<file path="src/logic/csp_pkg.sv">
// Package: constants and types of the clock source, start-up and prescaler block
package csp_pkg;
  // Source-select fuse codes
  localparam logic [3:0] SRC_EXT = 4'h0;
  localparam logic [3:0] SRC_RC  = 4'h2;
  localparam logic [3:0] SRC_WD  = 4'h4;
  localparam logic [3:0] SRC_LFX = 4'h6;
  // One-hot oscillator enable positions
  localparam int OSC_EXT = 0;
  localparam int OSC_RC  = 1;
  localparam int OSC_WD  = 2;
  localparam int OSC_LFX = 3;
  // Start-up delay fuse codes
  localparam logic [1:0] SUT_FAST = 2'h0;
  localparam logic [1:0] SUT_MID  = 2'h1;
  localparam logic [1:0] SUT_SLOW = 2'h2;
  // Reset time-outs, timed by the watchdog oscillator
  localparam int WDT_HZ        = 128_000;
  localparam int T_SHORT_MS    = 4;
  localparam int T_LONG_MS     = 64;
  localparam int WDT_SHORT_CYC = T_SHORT_MS * WDT_HZ / 1000;
  localparam int WDT_LONG_CYC  = T_LONG_MS * WDT_HZ / 1000;
  // Source clock counts
  localparam int RST_CK_CYC    = 14;
  localparam int WAKE_FAST_CYC = 6;
  localparam int WAKE_1K_CYC   = 1024;
  localparam int WAKE_32K_CYC  = 32768;
  localparam int UNLOCK_CYC    = 4;
  // Prescaler select
  localparam logic [3:0] DIV_RST_BY8 = 4'h3;
  localparam logic [3:0] DIV_RST_BY1 = 4'h0;
  localparam logic [3:0] DIV_MAX_SEL = 4'h8;
  localparam int         UNLOCK_BIT  = 7;
  localparam logic [7:0] TRIM_RST    = 8'h00;
  // Register offsets
  localparam logic [3:0] ADDR_CLKDIV = 4'h0;
  localparam logic [3:0] ADDR_TRIM   = 4'h4;
  localparam logic [3:0] ADDR_STATUS = 4'h8;
  localparam logic [1:0] RESP_OKAY   = 2'h0;
  localparam logic [1:0] RESP_SLVERR = 2'h2;

  typedef struct packed {
    logic [3:0] src_sel;
    logic [1:0] startup_delay_fuses;
    logic       div8_fuse;
  } csp_fuse_t;

  typedef struct packed {
    logic core;
    logic periph;
    logic conv;
    logic flash;
  } csp_dom_en_t;
endpackage

</file>
<file path="src/logic/csp_divider.sv">
// Prescaler counter: one tick per divided period, factor changed on a boundary
`timescale 1ns/1ps
module csp_divider
  import csp_pkg::*;
(
  input  wire logic       clk_in,
  input  wire logic       rst_b_in,
  input  wire logic [3:0] sel_in,
  output logic            tick_out
);
  logic [7:0] cnt_reg;
  logic [3:0] act_sel_reg;
  logic [7:0] limit;
  logic [3:0] sel_c;
  logic       at_end;

  assign limit  = 8'((9'h001 << act_sel_reg) - 9'h001);
  assign sel_c  = (sel_in > DIV_MAX_SEL) ? DIV_MAX_SEL : sel_in;
  assign at_end = (cnt_reg == limit);

  // Counter runs on the undivided clock and is never visible to software
  always_ff @(posedge clk_in or negedge rst_b_in) begin
    if (!rst_b_in) begin
      cnt_reg <= 8'h00;
    end else if (at_end) begin
      cnt_reg <= 8'h00;
    end else begin
      cnt_reg <= cnt_reg + 8'h01;
    end
  end

  // New factor only at the end of an old period, so the first new period is whole
  always_ff @(posedge clk_in or negedge rst_b_in) begin
    if (!rst_b_in) begin
      act_sel_reg <= DIV_RST_BY1;
    end else if (at_end) begin
      act_sel_reg <= sel_c;
    end
  end

  always_ff @(posedge clk_in or negedge rst_b_in) begin
    if (!rst_b_in) begin
      tick_out <= 1'b0;
    end else begin
      tick_out <= at_end;
    end
  end
endmodule

</file>
<file path="src/logic/csp_startup.sv">
// Start-up sequencer: reset delay after release and wake-up delay after sleep
`timescale 1ns/1ps
module csp_startup
  import csp_pkg::*;
#(
  parameter int WAKE_LONG = WAKE_32K_CYC,
  parameter int RST_LONG  = WDT_LONG_CYC
) (
  input  wire logic      clk_in,
  input  wire logic      rst_b_in,
  input  wire csp_fuse_t fuses_in,
  input  wire logic      sleep_in,
  input  wire logic      wdt_tick_in,
  output logic           run_out
);
  typedef enum logic [2:0] {ST_INIT, ST_CK, ST_WDT, ST_RUN, ST_SLEEP, ST_WAKE} csp_st_t;
  csp_st_t    st_reg;
  csp_fuse_t  fuse_reg;
  logic [15:0] cnt_reg;
  logic [15:0] wdt_n;
  logic [15:0] wake_n;
  logic        is_lfx;

  assign is_lfx = (fuses_in.src_sel == SRC_LFX);

  // Watchdog cycles of the reset time-out, minus one; zero means none
  always_comb begin
    wdt_n = 16'h0000;
    unique case (fuses_in.startup_delay_fuses)
      SUT_FAST: wdt_n = is_lfx ? 16'(WDT_SHORT_CYC - 1) : 16'h0000;
      SUT_MID:  wdt_n = is_lfx ? 16'(RST_LONG - 1) : 16'(WDT_SHORT_CYC - 1);
      default:  wdt_n = 16'(RST_LONG - 1);
    endcase
  end

  always_comb begin
    if (fuse_reg.src_sel != SRC_LFX) begin
      wake_n = 16'(WAKE_FAST_CYC - 1);
    end else if (fuse_reg.startup_delay_fuses == SUT_SLOW) begin
      wake_n = 16'(WAKE_LONG - 1);
    end else begin
      wake_n = 16'(WAKE_1K_CYC - 1);
    end
  end

  // Watchdog ticks time the real-time part even when another source runs the core
  always_ff @(posedge clk_in or negedge rst_b_in) begin
    if (!rst_b_in) begin
      st_reg   <= ST_INIT;
      cnt_reg  <= 16'h0000;
      run_out  <= 1'b0;
      fuse_reg <= '0;
    end else begin
      unique case (st_reg)
        ST_INIT: begin
          fuse_reg <= fuses_in;
          if (is_lfx) begin
            st_reg  <= ST_WDT;
            cnt_reg <= wdt_n;
          end else begin
            st_reg  <= ST_CK;
            cnt_reg <= 16'(RST_CK_CYC - 1);
          end
        end
        ST_CK: begin
          if (cnt_reg != 16'h0000) begin
            cnt_reg <= cnt_reg - 16'h0001;
          end else if (wdt_n == 16'h0000 && fuse_reg.startup_delay_fuses == SUT_FAST) begin
            st_reg  <= ST_RUN;
            run_out <= 1'b1;
          end else begin
            st_reg  <= ST_WDT;
            cnt_reg <= wdt_n;
          end
        end
        ST_WDT: begin
          if (wdt_tick_in && cnt_reg == 16'h0000) begin
            st_reg  <= ST_RUN;
            run_out <= 1'b1;
          end else if (wdt_tick_in) begin
            cnt_reg <= cnt_reg - 16'h0001;
          end
        end
        ST_RUN: begin
          if (sleep_in) begin
            st_reg  <= ST_SLEEP;
            run_out <= 1'b0;
          end
        end
        ST_SLEEP: begin
          if (!sleep_in) begin
            st_reg  <= ST_WAKE;
            cnt_reg <= wake_n;
          end
        end
        ST_WAKE: begin
          if (cnt_reg != 16'h0000) begin
            cnt_reg <= cnt_reg - 16'h0001;
          end else begin
            st_reg  <= ST_RUN;
            run_out <= 1'b1;
          end
        end
      endcase
    end
  end
endmodule

</file>
<file path="src/logic/csp_top.sv">
// Clock source select, start-up timing and system clock prescaler with AXI4-Lite registers
// What this block does
// - Fuses 0110 select low-frequency crystal
// - Crystal start-up and reset delays per fuses
// - Fuses 0010 select 8 MHz RC oscillator
// - Factory trim loads into trim register
// - RC wake 6 cycles, reset delays per fuses
// - Watchdog oscillator times reset time-out
// - Fuses 0000 select external clock input
// - External clock wake 6, reset delays per fuses
// - Fuses 0100 select 128 kHz oscillator
// - 128 kHz wake 6, reset delays per fuses
// - All four domains divided by same factor
// - Divider switch without glitch or overspeed
// - Ripple counter on undivided clock, not readable
// - New factor active after old plus new period
// - Unlock bit gates divider writes, four-cycle timeout
// - Select codes 0 to 8 divide 1..256
// - Reset select from divide-by-eight fuse
//
// Design decisions made here: the placing of the registers and the AXI4-Lite register port.
`timescale 1ns/1ps
module csp_top
  import csp_pkg::*;
#(
  parameter int WAKE_LONG = WAKE_32K_CYC,
  parameter int RST_LONG  = WDT_LONG_CYC
) (
  input  wire logic        mclk_in,
  input  wire logic        rst_b_in,
  input  wire csp_fuse_t   fuses_in,
  input  wire logic [7:0]  factory_trim_in,
  input  wire logic        sleep_in,
  input  wire logic        wdt_tick_in,
  input  wire logic [3:0]  s_axi_awaddr_in,
  input  wire logic        s_axi_awvalid_in,
  output logic             s_axi_awready_out,
  input  wire logic [31:0] s_axi_wdata_in,
  input  wire logic [3:0]  s_axi_wstrb_in,
  input  wire logic        s_axi_wvalid_in,
  output logic             s_axi_wready_out,
  output logic [1:0]       s_axi_bresp_out,
  output logic             s_axi_bvalid_out,
  input  wire logic        s_axi_bready_in,
  input  wire logic [3:0]  s_axi_araddr_in,
  input  wire logic        s_axi_arvalid_in,
  output logic             s_axi_arready_out,
  output logic [31:0]      s_axi_rdata_out,
  output logic [1:0]       s_axi_rresp_out,
  output logic             s_axi_rvalid_out,
  input  wire logic        s_axi_rready_in,
  output logic [3:0]       osc_en_out,
  output csp_dom_en_t      dom_en_out,
  output logic [7:0]       trim_out,
  output logic             core_run_out
);
  logic       init_reg;
  logic [3:0] div_sel_reg;
  logic       unlock_reg;
  logic [1:0] unlock_cnt_reg;
  logic       aw_hold_reg;
  logic       w_hold_reg;
  logic [3:0] awaddr_reg;
  logic [7:0] wdata_reg;
  logic       wlane_reg;
  logic       wr_fire;
  logic       wr_div;
  logic       rd_fire;
  logic       div_tick;
  logic       run;
  logic [31:0] rd_mux;

  //////////////////////////////////////////////////////////////////////////////
  // Register bus

  assign wr_fire = aw_hold_reg && w_hold_reg && !s_axi_bvalid_out;
  assign wr_div  = wr_fire && wlane_reg && awaddr_reg[3:2] == ADDR_CLKDIV[3:2];
  assign rd_fire = s_axi_arvalid_in && s_axi_arready_out;

  always_ff @(posedge mclk_in or negedge rst_b_in) begin
    if (!rst_b_in) begin
      aw_hold_reg       <= 1'b0;
      w_hold_reg        <= 1'b0;
      awaddr_reg        <= 4'h0;
      wdata_reg         <= 8'h00;
      wlane_reg         <= 1'b0;
      s_axi_awready_out <= 1'b1;
      s_axi_wready_out  <= 1'b1;
      s_axi_bvalid_out  <= 1'b0;
      s_axi_bresp_out   <= RESP_OKAY;
    end else begin
      if (s_axi_awvalid_in && s_axi_awready_out) begin
        aw_hold_reg       <= 1'b1;
        awaddr_reg        <= s_axi_awaddr_in;
        s_axi_awready_out <= 1'b0;
      end
      if (s_axi_wvalid_in && s_axi_wready_out) begin
        w_hold_reg       <= 1'b1;
        wdata_reg        <= s_axi_wdata_in[7:0];
        wlane_reg        <= s_axi_wstrb_in[0];
        s_axi_wready_out <= 1'b0;
      end
      if (wr_fire) begin
        aw_hold_reg      <= 1'b0;
        w_hold_reg       <= 1'b0;
        s_axi_bvalid_out <= 1'b1;
        s_axi_bresp_out  <= (awaddr_reg[3:2] == 2'h3) ? RESP_SLVERR : RESP_OKAY;
      end
      if (s_axi_bvalid_out && s_axi_bready_in) begin
        s_axi_bvalid_out  <= 1'b0;
        s_axi_awready_out <= 1'b1;
        s_axi_wready_out  <= 1'b1;
      end
    end
  end

  always_comb begin
    rd_mux = 32'h0000_0000;
    unique case (s_axi_araddr_in[3:2])
      ADDR_CLKDIV[3:2]: rd_mux = {24'h00_0000, unlock_reg, 3'h0, div_sel_reg};
      ADDR_TRIM[3:2]:   rd_mux = {24'h00_0000, trim_out};
      ADDR_STATUS[3:2]: rd_mux = {24'h00_0000, osc_en_out, 2'h0, init_reg, core_run_out};
      default:          rd_mux = 32'h0000_0000;
    endcase
  end

  always_ff @(posedge mclk_in or negedge rst_b_in) begin
    if (!rst_b_in) begin
      s_axi_arready_out <= 1'b1;
      s_axi_rvalid_out  <= 1'b0;
      s_axi_rdata_out   <= 32'h0000_0000;
      s_axi_rresp_out   <= RESP_OKAY;
    end else if (rd_fire) begin
      s_axi_arready_out <= 1'b0;
      s_axi_rvalid_out  <= 1'b1;
      s_axi_rdata_out   <= rd_mux;
      s_axi_rresp_out   <= (s_axi_araddr_in[3:2] == 2'h3) ? RESP_SLVERR : RESP_OKAY;
    end else if (s_axi_rvalid_out && s_axi_rready_in) begin
      s_axi_rvalid_out  <= 1'b0;
      s_axi_arready_out <= 1'b1;
    end
  end

  //////////////////////////////////////////////////////////////////////////////
  // Calibration and prescaler registers

  // Fuse and factory values are caught on the first edge after release,
  // since an asynchronous reset may only load constants
  always_ff @(posedge mclk_in or negedge rst_b_in) begin
    if (!rst_b_in) begin
      init_reg <= 1'b0;
      trim_out <= TRIM_RST;
    end else if (!init_reg) begin
      init_reg <= 1'b1;
      trim_out <= factory_trim_in;
    end else if (wr_fire && wlane_reg && awaddr_reg[3:2] == ADDR_TRIM[3:2]) begin
      trim_out <= wdata_reg;
    end
  end

  // Unlock only on a write of the bit alone; a repeat neither extends nor clears it
  always_ff @(posedge mclk_in or negedge rst_b_in) begin
    if (!rst_b_in) begin
      unlock_reg     <= 1'b0;
      unlock_cnt_reg <= 2'h0;
    end else if (wr_div && !wdata_reg[UNLOCK_BIT] && unlock_reg) begin
      unlock_reg <= 1'b0;
    end else if (wr_div && wdata_reg == 8'h80 && !unlock_reg) begin
      unlock_reg     <= 1'b1;
      unlock_cnt_reg <= 2'(UNLOCK_CYC - 1);
    end else if (unlock_reg && unlock_cnt_reg == 2'h0) begin
      unlock_reg <= 1'b0;
    end else if (unlock_reg) begin
      unlock_cnt_reg <= unlock_cnt_reg - 2'h1;
    end
  end

  always_ff @(posedge mclk_in or negedge rst_b_in) begin
    if (!rst_b_in) begin
      div_sel_reg <= DIV_RST_BY1;
    end else if (!init_reg) begin
      div_sel_reg <= fuses_in.div8_fuse ? DIV_RST_BY1 : DIV_RST_BY8;
    end else if (wr_div && !wdata_reg[UNLOCK_BIT] && unlock_reg) begin
      div_sel_reg <= wdata_reg[3:0];
    end
  end

  //////////////////////////////////////////////////////////////////////////////
  // Source select, start-up and clock domains

  // Reserved codes enable no oscillator at all
  always_ff @(posedge mclk_in or negedge rst_b_in) begin
    if (!rst_b_in) begin
      osc_en_out <= 4'h0;
    end else begin
      osc_en_out[OSC_EXT] <= fuses_in.src_sel == SRC_EXT;
      osc_en_out[OSC_RC]  <= fuses_in.src_sel == SRC_RC;
      osc_en_out[OSC_WD]  <= fuses_in.src_sel == SRC_WD;
      osc_en_out[OSC_LFX] <= fuses_in.src_sel == SRC_LFX;
    end
  end

  csp_startup #(
    .WAKE_LONG (WAKE_LONG),
    .RST_LONG  (RST_LONG)
  ) u_startup (
    .clk_in      (mclk_in),
    .rst_b_in    (rst_b_in),
    .fuses_in    (fuses_in),
    .sleep_in    (sleep_in),
    .wdt_tick_in (wdt_tick_in),
    .run_out     (run)
  );

  csp_divider u_divider (
    .clk_in   (mclk_in),
    .rst_b_in (rst_b_in),
    .sel_in   (div_sel_reg),
    .tick_out (div_tick)
  );

  // Enables rather than gated clocks: one clock tree, no runt pulses
  always_ff @(posedge mclk_in or negedge rst_b_in) begin
    if (!rst_b_in) begin
      dom_en_out   <= '0;
      core_run_out <= 1'b0;
    end else begin
      core_run_out <= run;
      dom_en_out   <= {4{run && div_tick}};
    end
  end
endmodule

</file>
<file path="config.mk">
export PLATFORM = sky130hd
export DESIGN_NAME = csp_top
export DESIGN_NICKNAME = d
export VERILOG_FILES = /design/src/logic/csp_pkg.sv /design/src/logic/csp_divider.sv /design/src/logic/csp_startup.sv /design/src/logic/csp_top.sv
export SDC_FILE = /design/constraint.sdc
export NUM_CORES = 1
export LEC_CHECK = 0
export BUFFER_PORTS_ARGS = -buffer_cell sky130_fd_sc_hd__buf_2
export CORE_UTILIZATION = 40
export DETAILED_ROUTE_END_ITERATION = 8
export PLACE_DENSITY = 0.68
export SKIP_CTS_REPAIR_TIMING = 1
export SLEW_MARGIN = 20
export SYNTH_ARGS = -nofsm -noshare
export SYNTH_HDL_FRONTEND = slang
export SYNTH_SLANG_ARGS = --single-unit
</file>
<file path="constraint.sdc">
create_clock -name mclk_in -period 2.8 [get_ports mclk_in]
set_clock_uncertainty 0.15 [all_clocks]
set_input_delay 0.14 -clock mclk_in [delete_from_list [all_inputs] [get_ports mclk_in]]
set_output_delay 0.14 -clock mclk_in [all_outputs]
set_load 0.02 [all_outputs]
</file>
Yosys cells after proc, flatten, opt, wreduce, memory -nomap -nowiden --
Index checks and enable logic that the tools add are counted.
Word-level totals: word-level logic and storage cells 169, memory bits (read-only) 0, output and inout bits 58, memory bits (writable) 0, memories 0, bits in latches 0, register bits after elaboration 117
Operators by class: shifts and indexed selects 1, div/mod/pow operators 0, equality and inequality tests 31, order comparisons 1, add/sub/neg operators 4, bitwise gates (word level) 1, reduce and logical (&&, ||, !) cells 45, $mul 0, multiplexer cells 57
Operators by type and width (number):
- $mux W16 | 8
- $pmux W16 S5 | 1
- $logic_not A16 Y1 | 2
- $pmux W16 S2 | 1
- $mux W8 | 3
- $pmux W8 S3 | 1
- $mux W1 | 23
- $logic_and A1 B1 Y1 | 18
- $pmux W3 S6 | 1
- $reduce_bool A16 Y1 | 1
- $sub A16 B1 Y16 const B | 1
- $mux W15 | 1
- $mux W3 | 5
- $mux W2 | 7
- $ne A2 B2 Y1 const B | 7
- $reduce_bool A2 Y1 | 7
- $mux W13 | 1
- $mux W4 | 3
- $reduce_and A6 Y1 | 2
- $logic_not A2 Y1 | 5
- $ne A2 B1 Y1 const B | 5
- $mux W9 | 1
- $add A8 B1 Y8 const B | 1
- $eq A2 B2 Y1 const B | 4
- 24 further kinds | 31

Logic depth before layout (Yosys ltp) --
word-level depth 8, gate-level depth with buffers 11, gate-level depth less buffers 9

Modules after synthesis --
Synthesis repeated with hierarchy kept, for this count alone.
Second synthesis, totals: cell total of the unflattened synthesis 508, area, all modules 5037.3 µm²
By module, submodules not included:
- csp_top | times used 1, area each 2323.5 µm², cells each 215
- csp_startup | times used 1, area each 1929.4 µm², cells each 214
- csp_divider | times used 1, area each 784.5 µm², cells each 79

Worst setup path after synthesis --
Ideal clock, no wire load.
path kind register -> register, start reg u_divider.act_sel_reg[1], end reg u_divider.act_sel_reg[1], setup slack 0.169 ns, arrival time 2.353 ns, cell stages (with the launch flop) 12, clock period less this slack 2.631 ns, path buffers 2, data required time 2.523 ns, path through dfrtp_1 buf_2 nor2_1 nand3b_1 ha_1 nor3_1 a21oi_1 o21ai_0 xor2_1 a2111oi_4 buf_6 mux2_1
Between the ends: cells in the longest elaborated chain, start to end 3
RTL lines:
- start, declared | RTL line csp_divider.sv:12 | logic [3:0] act_sel_reg;
- start signal, assigned | RTL line csp_divider.sv:37 | act_sel_reg <= sel_c;
- $shl A1 B4 Y8 | RTL line csp_divider.sv:17 | assign limit = 8'((9'h001 << act_sel_reg) - 9'h001);
- $sub A8 B1 Y8 | RTL line csp_divider.sv:17
- $eq A8 B8 Y1 | RTL line csp_divider.sv:19 | assign at_end = (cnt_reg == limit);
- net u_divider.at_end | RTL line csp_divider.sv:15 | logic at_end;
The timed path passes the listed nets, and every way through them passes these cells. A chain may end at the register's enable or synchronous reset.

Worst setup path in the final report --
start reg u_divider.act_sel_reg[3], end reg u_divider.act_sel_reg[0]
Between the ends: cells in the longest elaborated chain, start to end 3
RTL lines (RTL line):
- $shl A1 B4 Y8 | csp_divider.sv:17
- $sub A8 B1 Y8 | csp_divider.sv:17
- $eq A8 B8 Y1 | csp_divider.sv:19
Every way passes these cells.

==> results_dict.tcl <==
set metrics [dict create \
    core_region_area_sq_um 12000 \
    ys_ff_latch 89 \
    final_layout_size_suffix_gt1_frac 0.220 \
    route.detailed.drc 0 \
    fp.dieH_microns 113 \
    required_ns 2.87 \
    hp-start "wdt_tick_in" \
    cts_tree "yes" \
    peakVddDrop_uv 525 \
    vias 4217 \
    p_total_mw 5.78 \
    clock.fmax_mhz 380 \
    synthXorXnorAreaFrac 0.0230 \
    slew_viol_final 0 \
    cp-startpoint "u_divider.act_sel_reg[3]$_DFFE_PN0N_" \
    synth_top_family_by_area "simple AND/OR/NAND/NOR gates" \
    hold_viol 0 \
    regArea_sq_um 2230 \
    h-tree-depth 3 \
    synthCells 525 \
    yosysTopAreaCell "dfrtp_1" \
    clk-insertion-delay-late_ns 0.33 \
    yosysSeqAreaShare 0.452 \
    start_kind "flip-flop" \
    placed_cells 735 \
    clock_sinks 89 \
    synth-compound-area-share 0.156 \
    arrival_ns 2.70 \
    yosysWarnings 0 \
    root_buffer "clkbuf_16" \
    tightestPinTransition_ns 0.788 \
    start_util 0.411 \
    wl_per_cell_microns 15.1 \
    largest_reg_flops 16 \
    die_area_sq_um 12800 \
    die_w_microns 113 \
    synth_most_common_cell "dfrtp_1" \
    diodes 0 \
    ios 126 \
    synth_ff_type "dfrtp_1" \
    synth_edf_count 0 \
    setup_tns_ns 0 \
    leakage_nw 2.90 \
    fin_ws_ns 0.171 \
    fin_nets 712 \
    synth_top_area_share 0.436 \
    min_period_ns 2.63 \
    stdcell_count 791 \
    n_fill_cell 1072 \
    p_per_area_nw_per_um2 954 \
    drtIter0Drc 300 \
    ant_nets 0 \
    cts_buffers 9 \
    dp_hpwl_microns 8520 \
    synth_area_leaders "dfrtp_1, buf_4, nand2_1" \
    grt.overflow.total 0 \
    r2r_start "u_divider.act_sel_reg[3]$_DFFE_PN0N_" \
    clockBufferDepth 2 \
    status "finished, final reports clean" \
    hold_path.class "input pin to flip-flop" \
    grt_pass1_vias 3822 \
    synthToLayoutAreaGrowth_pct 22.7 \
    path_max_fanout 10 \
    synthAdderAreaFrac 0.0127 \
    grt_first_pass_wirelength_microns 18500 \
    async_flop_share 1.00 \
    grt_max_degree 90 \
    place_congestion 0.908 \
    final.period_utilization 0.939 \
    cp-end-kind "flip-flop" \
    syn_area_sq_um 4940 \
    multiInputGateArea_sq_um 2410 \
    postSynthAreaPerCell_sq_um 9.41 \
    synth_common_cells "dfrtp_1, nand2_1, nor2_1" \
    vias_per_cell 5.33 \
    grt_usage 0.185 \
    slew_headroom 0.475 \
    wl_microns 12000 \
    antenna_found_initial 0 \
    worstSetupPathType "flip-flop to flip-flop" \
    synth_cell_type_count 66 \
    setup_violations 0 \
    synth-simple-area-share 0.206 \
    clkTransAtPathRegs_ns 0.06 \
    pre_cts_ws_ns 0.106 \
    drtPass1Iterations 5 \
    portBuffers 68 \
    utilization 0.505 \
    rows 40 \
    max_cap_violations 0 \
    synthMuxAreaShare 0.0689 \
]
per-stage QoR:
stage,hold WS [ns],instance area (sq um)
global route,0.0177,6060
finish,0.00487,6060
floorplan,-0.306,5030
detailed placement,0.158,5390
CTS,-0.198,5650
global placement,0.149,5390
final timing paths:
kind,end,slack (ns),cells after the start
worst max-delay path,u_divider.act_sel_reg[0]$_DFFE_PN0N_,0.17,9
worst min-delay path,u_startup.st_reg[0]$_DFFE_PN0P_,0.005,3
worst max register to register,u_divider.act_sel_reg[0]$_DFFE_PN0N_,0.17,9
worst min register to register,dom_en_out[0]$_DFF_PN0_,0.30,1
max in group asynchronous,u_divider.act_sel_reg[3]$_DFFE_PN0N_,1.63,2
min in group asynchronous,s_axi_bvalid_out$_DFFE_PN0P_,0.29,2
area by class of cell:
class	instances	share of cell area
multi-input cells	393	0.398
inverters	17	0.0107
flip-flops and latches	89	0.368
well taps	147	0.0303
clock buffers	11	0.0384
repair buffers	129	0.149
clock inverters	5	0.00537
layer usage:
| layer | GRT usage | vias up | part of all wire |
|---|---|---|---|
| met4 | 0.0719 | 0 | 0.020 |
| met5 | 0 | - | 0 |
| met3 | 0.0332 | 20 | 0.043 |
| met1 | 0.242 | 2062 | 0.44 |
| met2 | 0.303 | 115 | 0.50 |
| li1 | - | 2020 | - |
power breakdown:
| part | internal (mW) | leakage, nW | switching [mW] |
|---|---|---|---|
| clock | 0.602 | 0.134 | 0.492 |
| combinational | 1.11 | 1.65 | 1.38 |
| sequential | 1.73 | 1.12 | 0.467 |
| total | 3.44 | 2.90 | 2.34 |
critical path, stage by stage (launching register included):
cell	delay [ns]
dfrtp_2	0.47
nand3b_1	0.20
ha_1	0.29
nor3_2	0.15
a21oi_1	0.05
o21ai_0	0.20
xor2_1	0.14
a2111oi_4	0.33
buf_4	0.19
mux2_2	0.34
cell usage in the layout (no fill, tap or decap), drive strengths merged, types with 3 or more instances in the layout:
cell type	instances
nand3	18
dfstp	3
o221ai	3
conb	27
o31ai	4
xor2	10
mux2	16
nor2	44
and3	8
nand2b	4
a22oi	4
a21oi	38
buf	90
dlygate4sd3	39
clkinv	5
nand3b	4
a31oi	5
o22a	3
ha	5
a21boi	3
nor2b	13
xnor2	3
a21o	4
inv	17
nor4b	4
o21a	5
nor4	8
clkbuf	11
nand2	60
nor3	15
dfrtp	86
o21ai	39
mux2i	16
cells by family (layout without fill, tap and decap cells):
| family | Yosys count | in the layout |
|---|---|---|
| xor gates and xnor gates | 13 | 13 |
| and+or+nand+nor | 194 | 194 |
| muxes | 32 | 32 |
| DFF | 89 | 89 |
| buffers and inverters | 68 | 162 |
| other | 2 | 27 |
| adders and majority gates | 5 | 5 |
| AOI/OAI and AO/OA | 122 | 122 |
(Power assumes the default switching activity.)
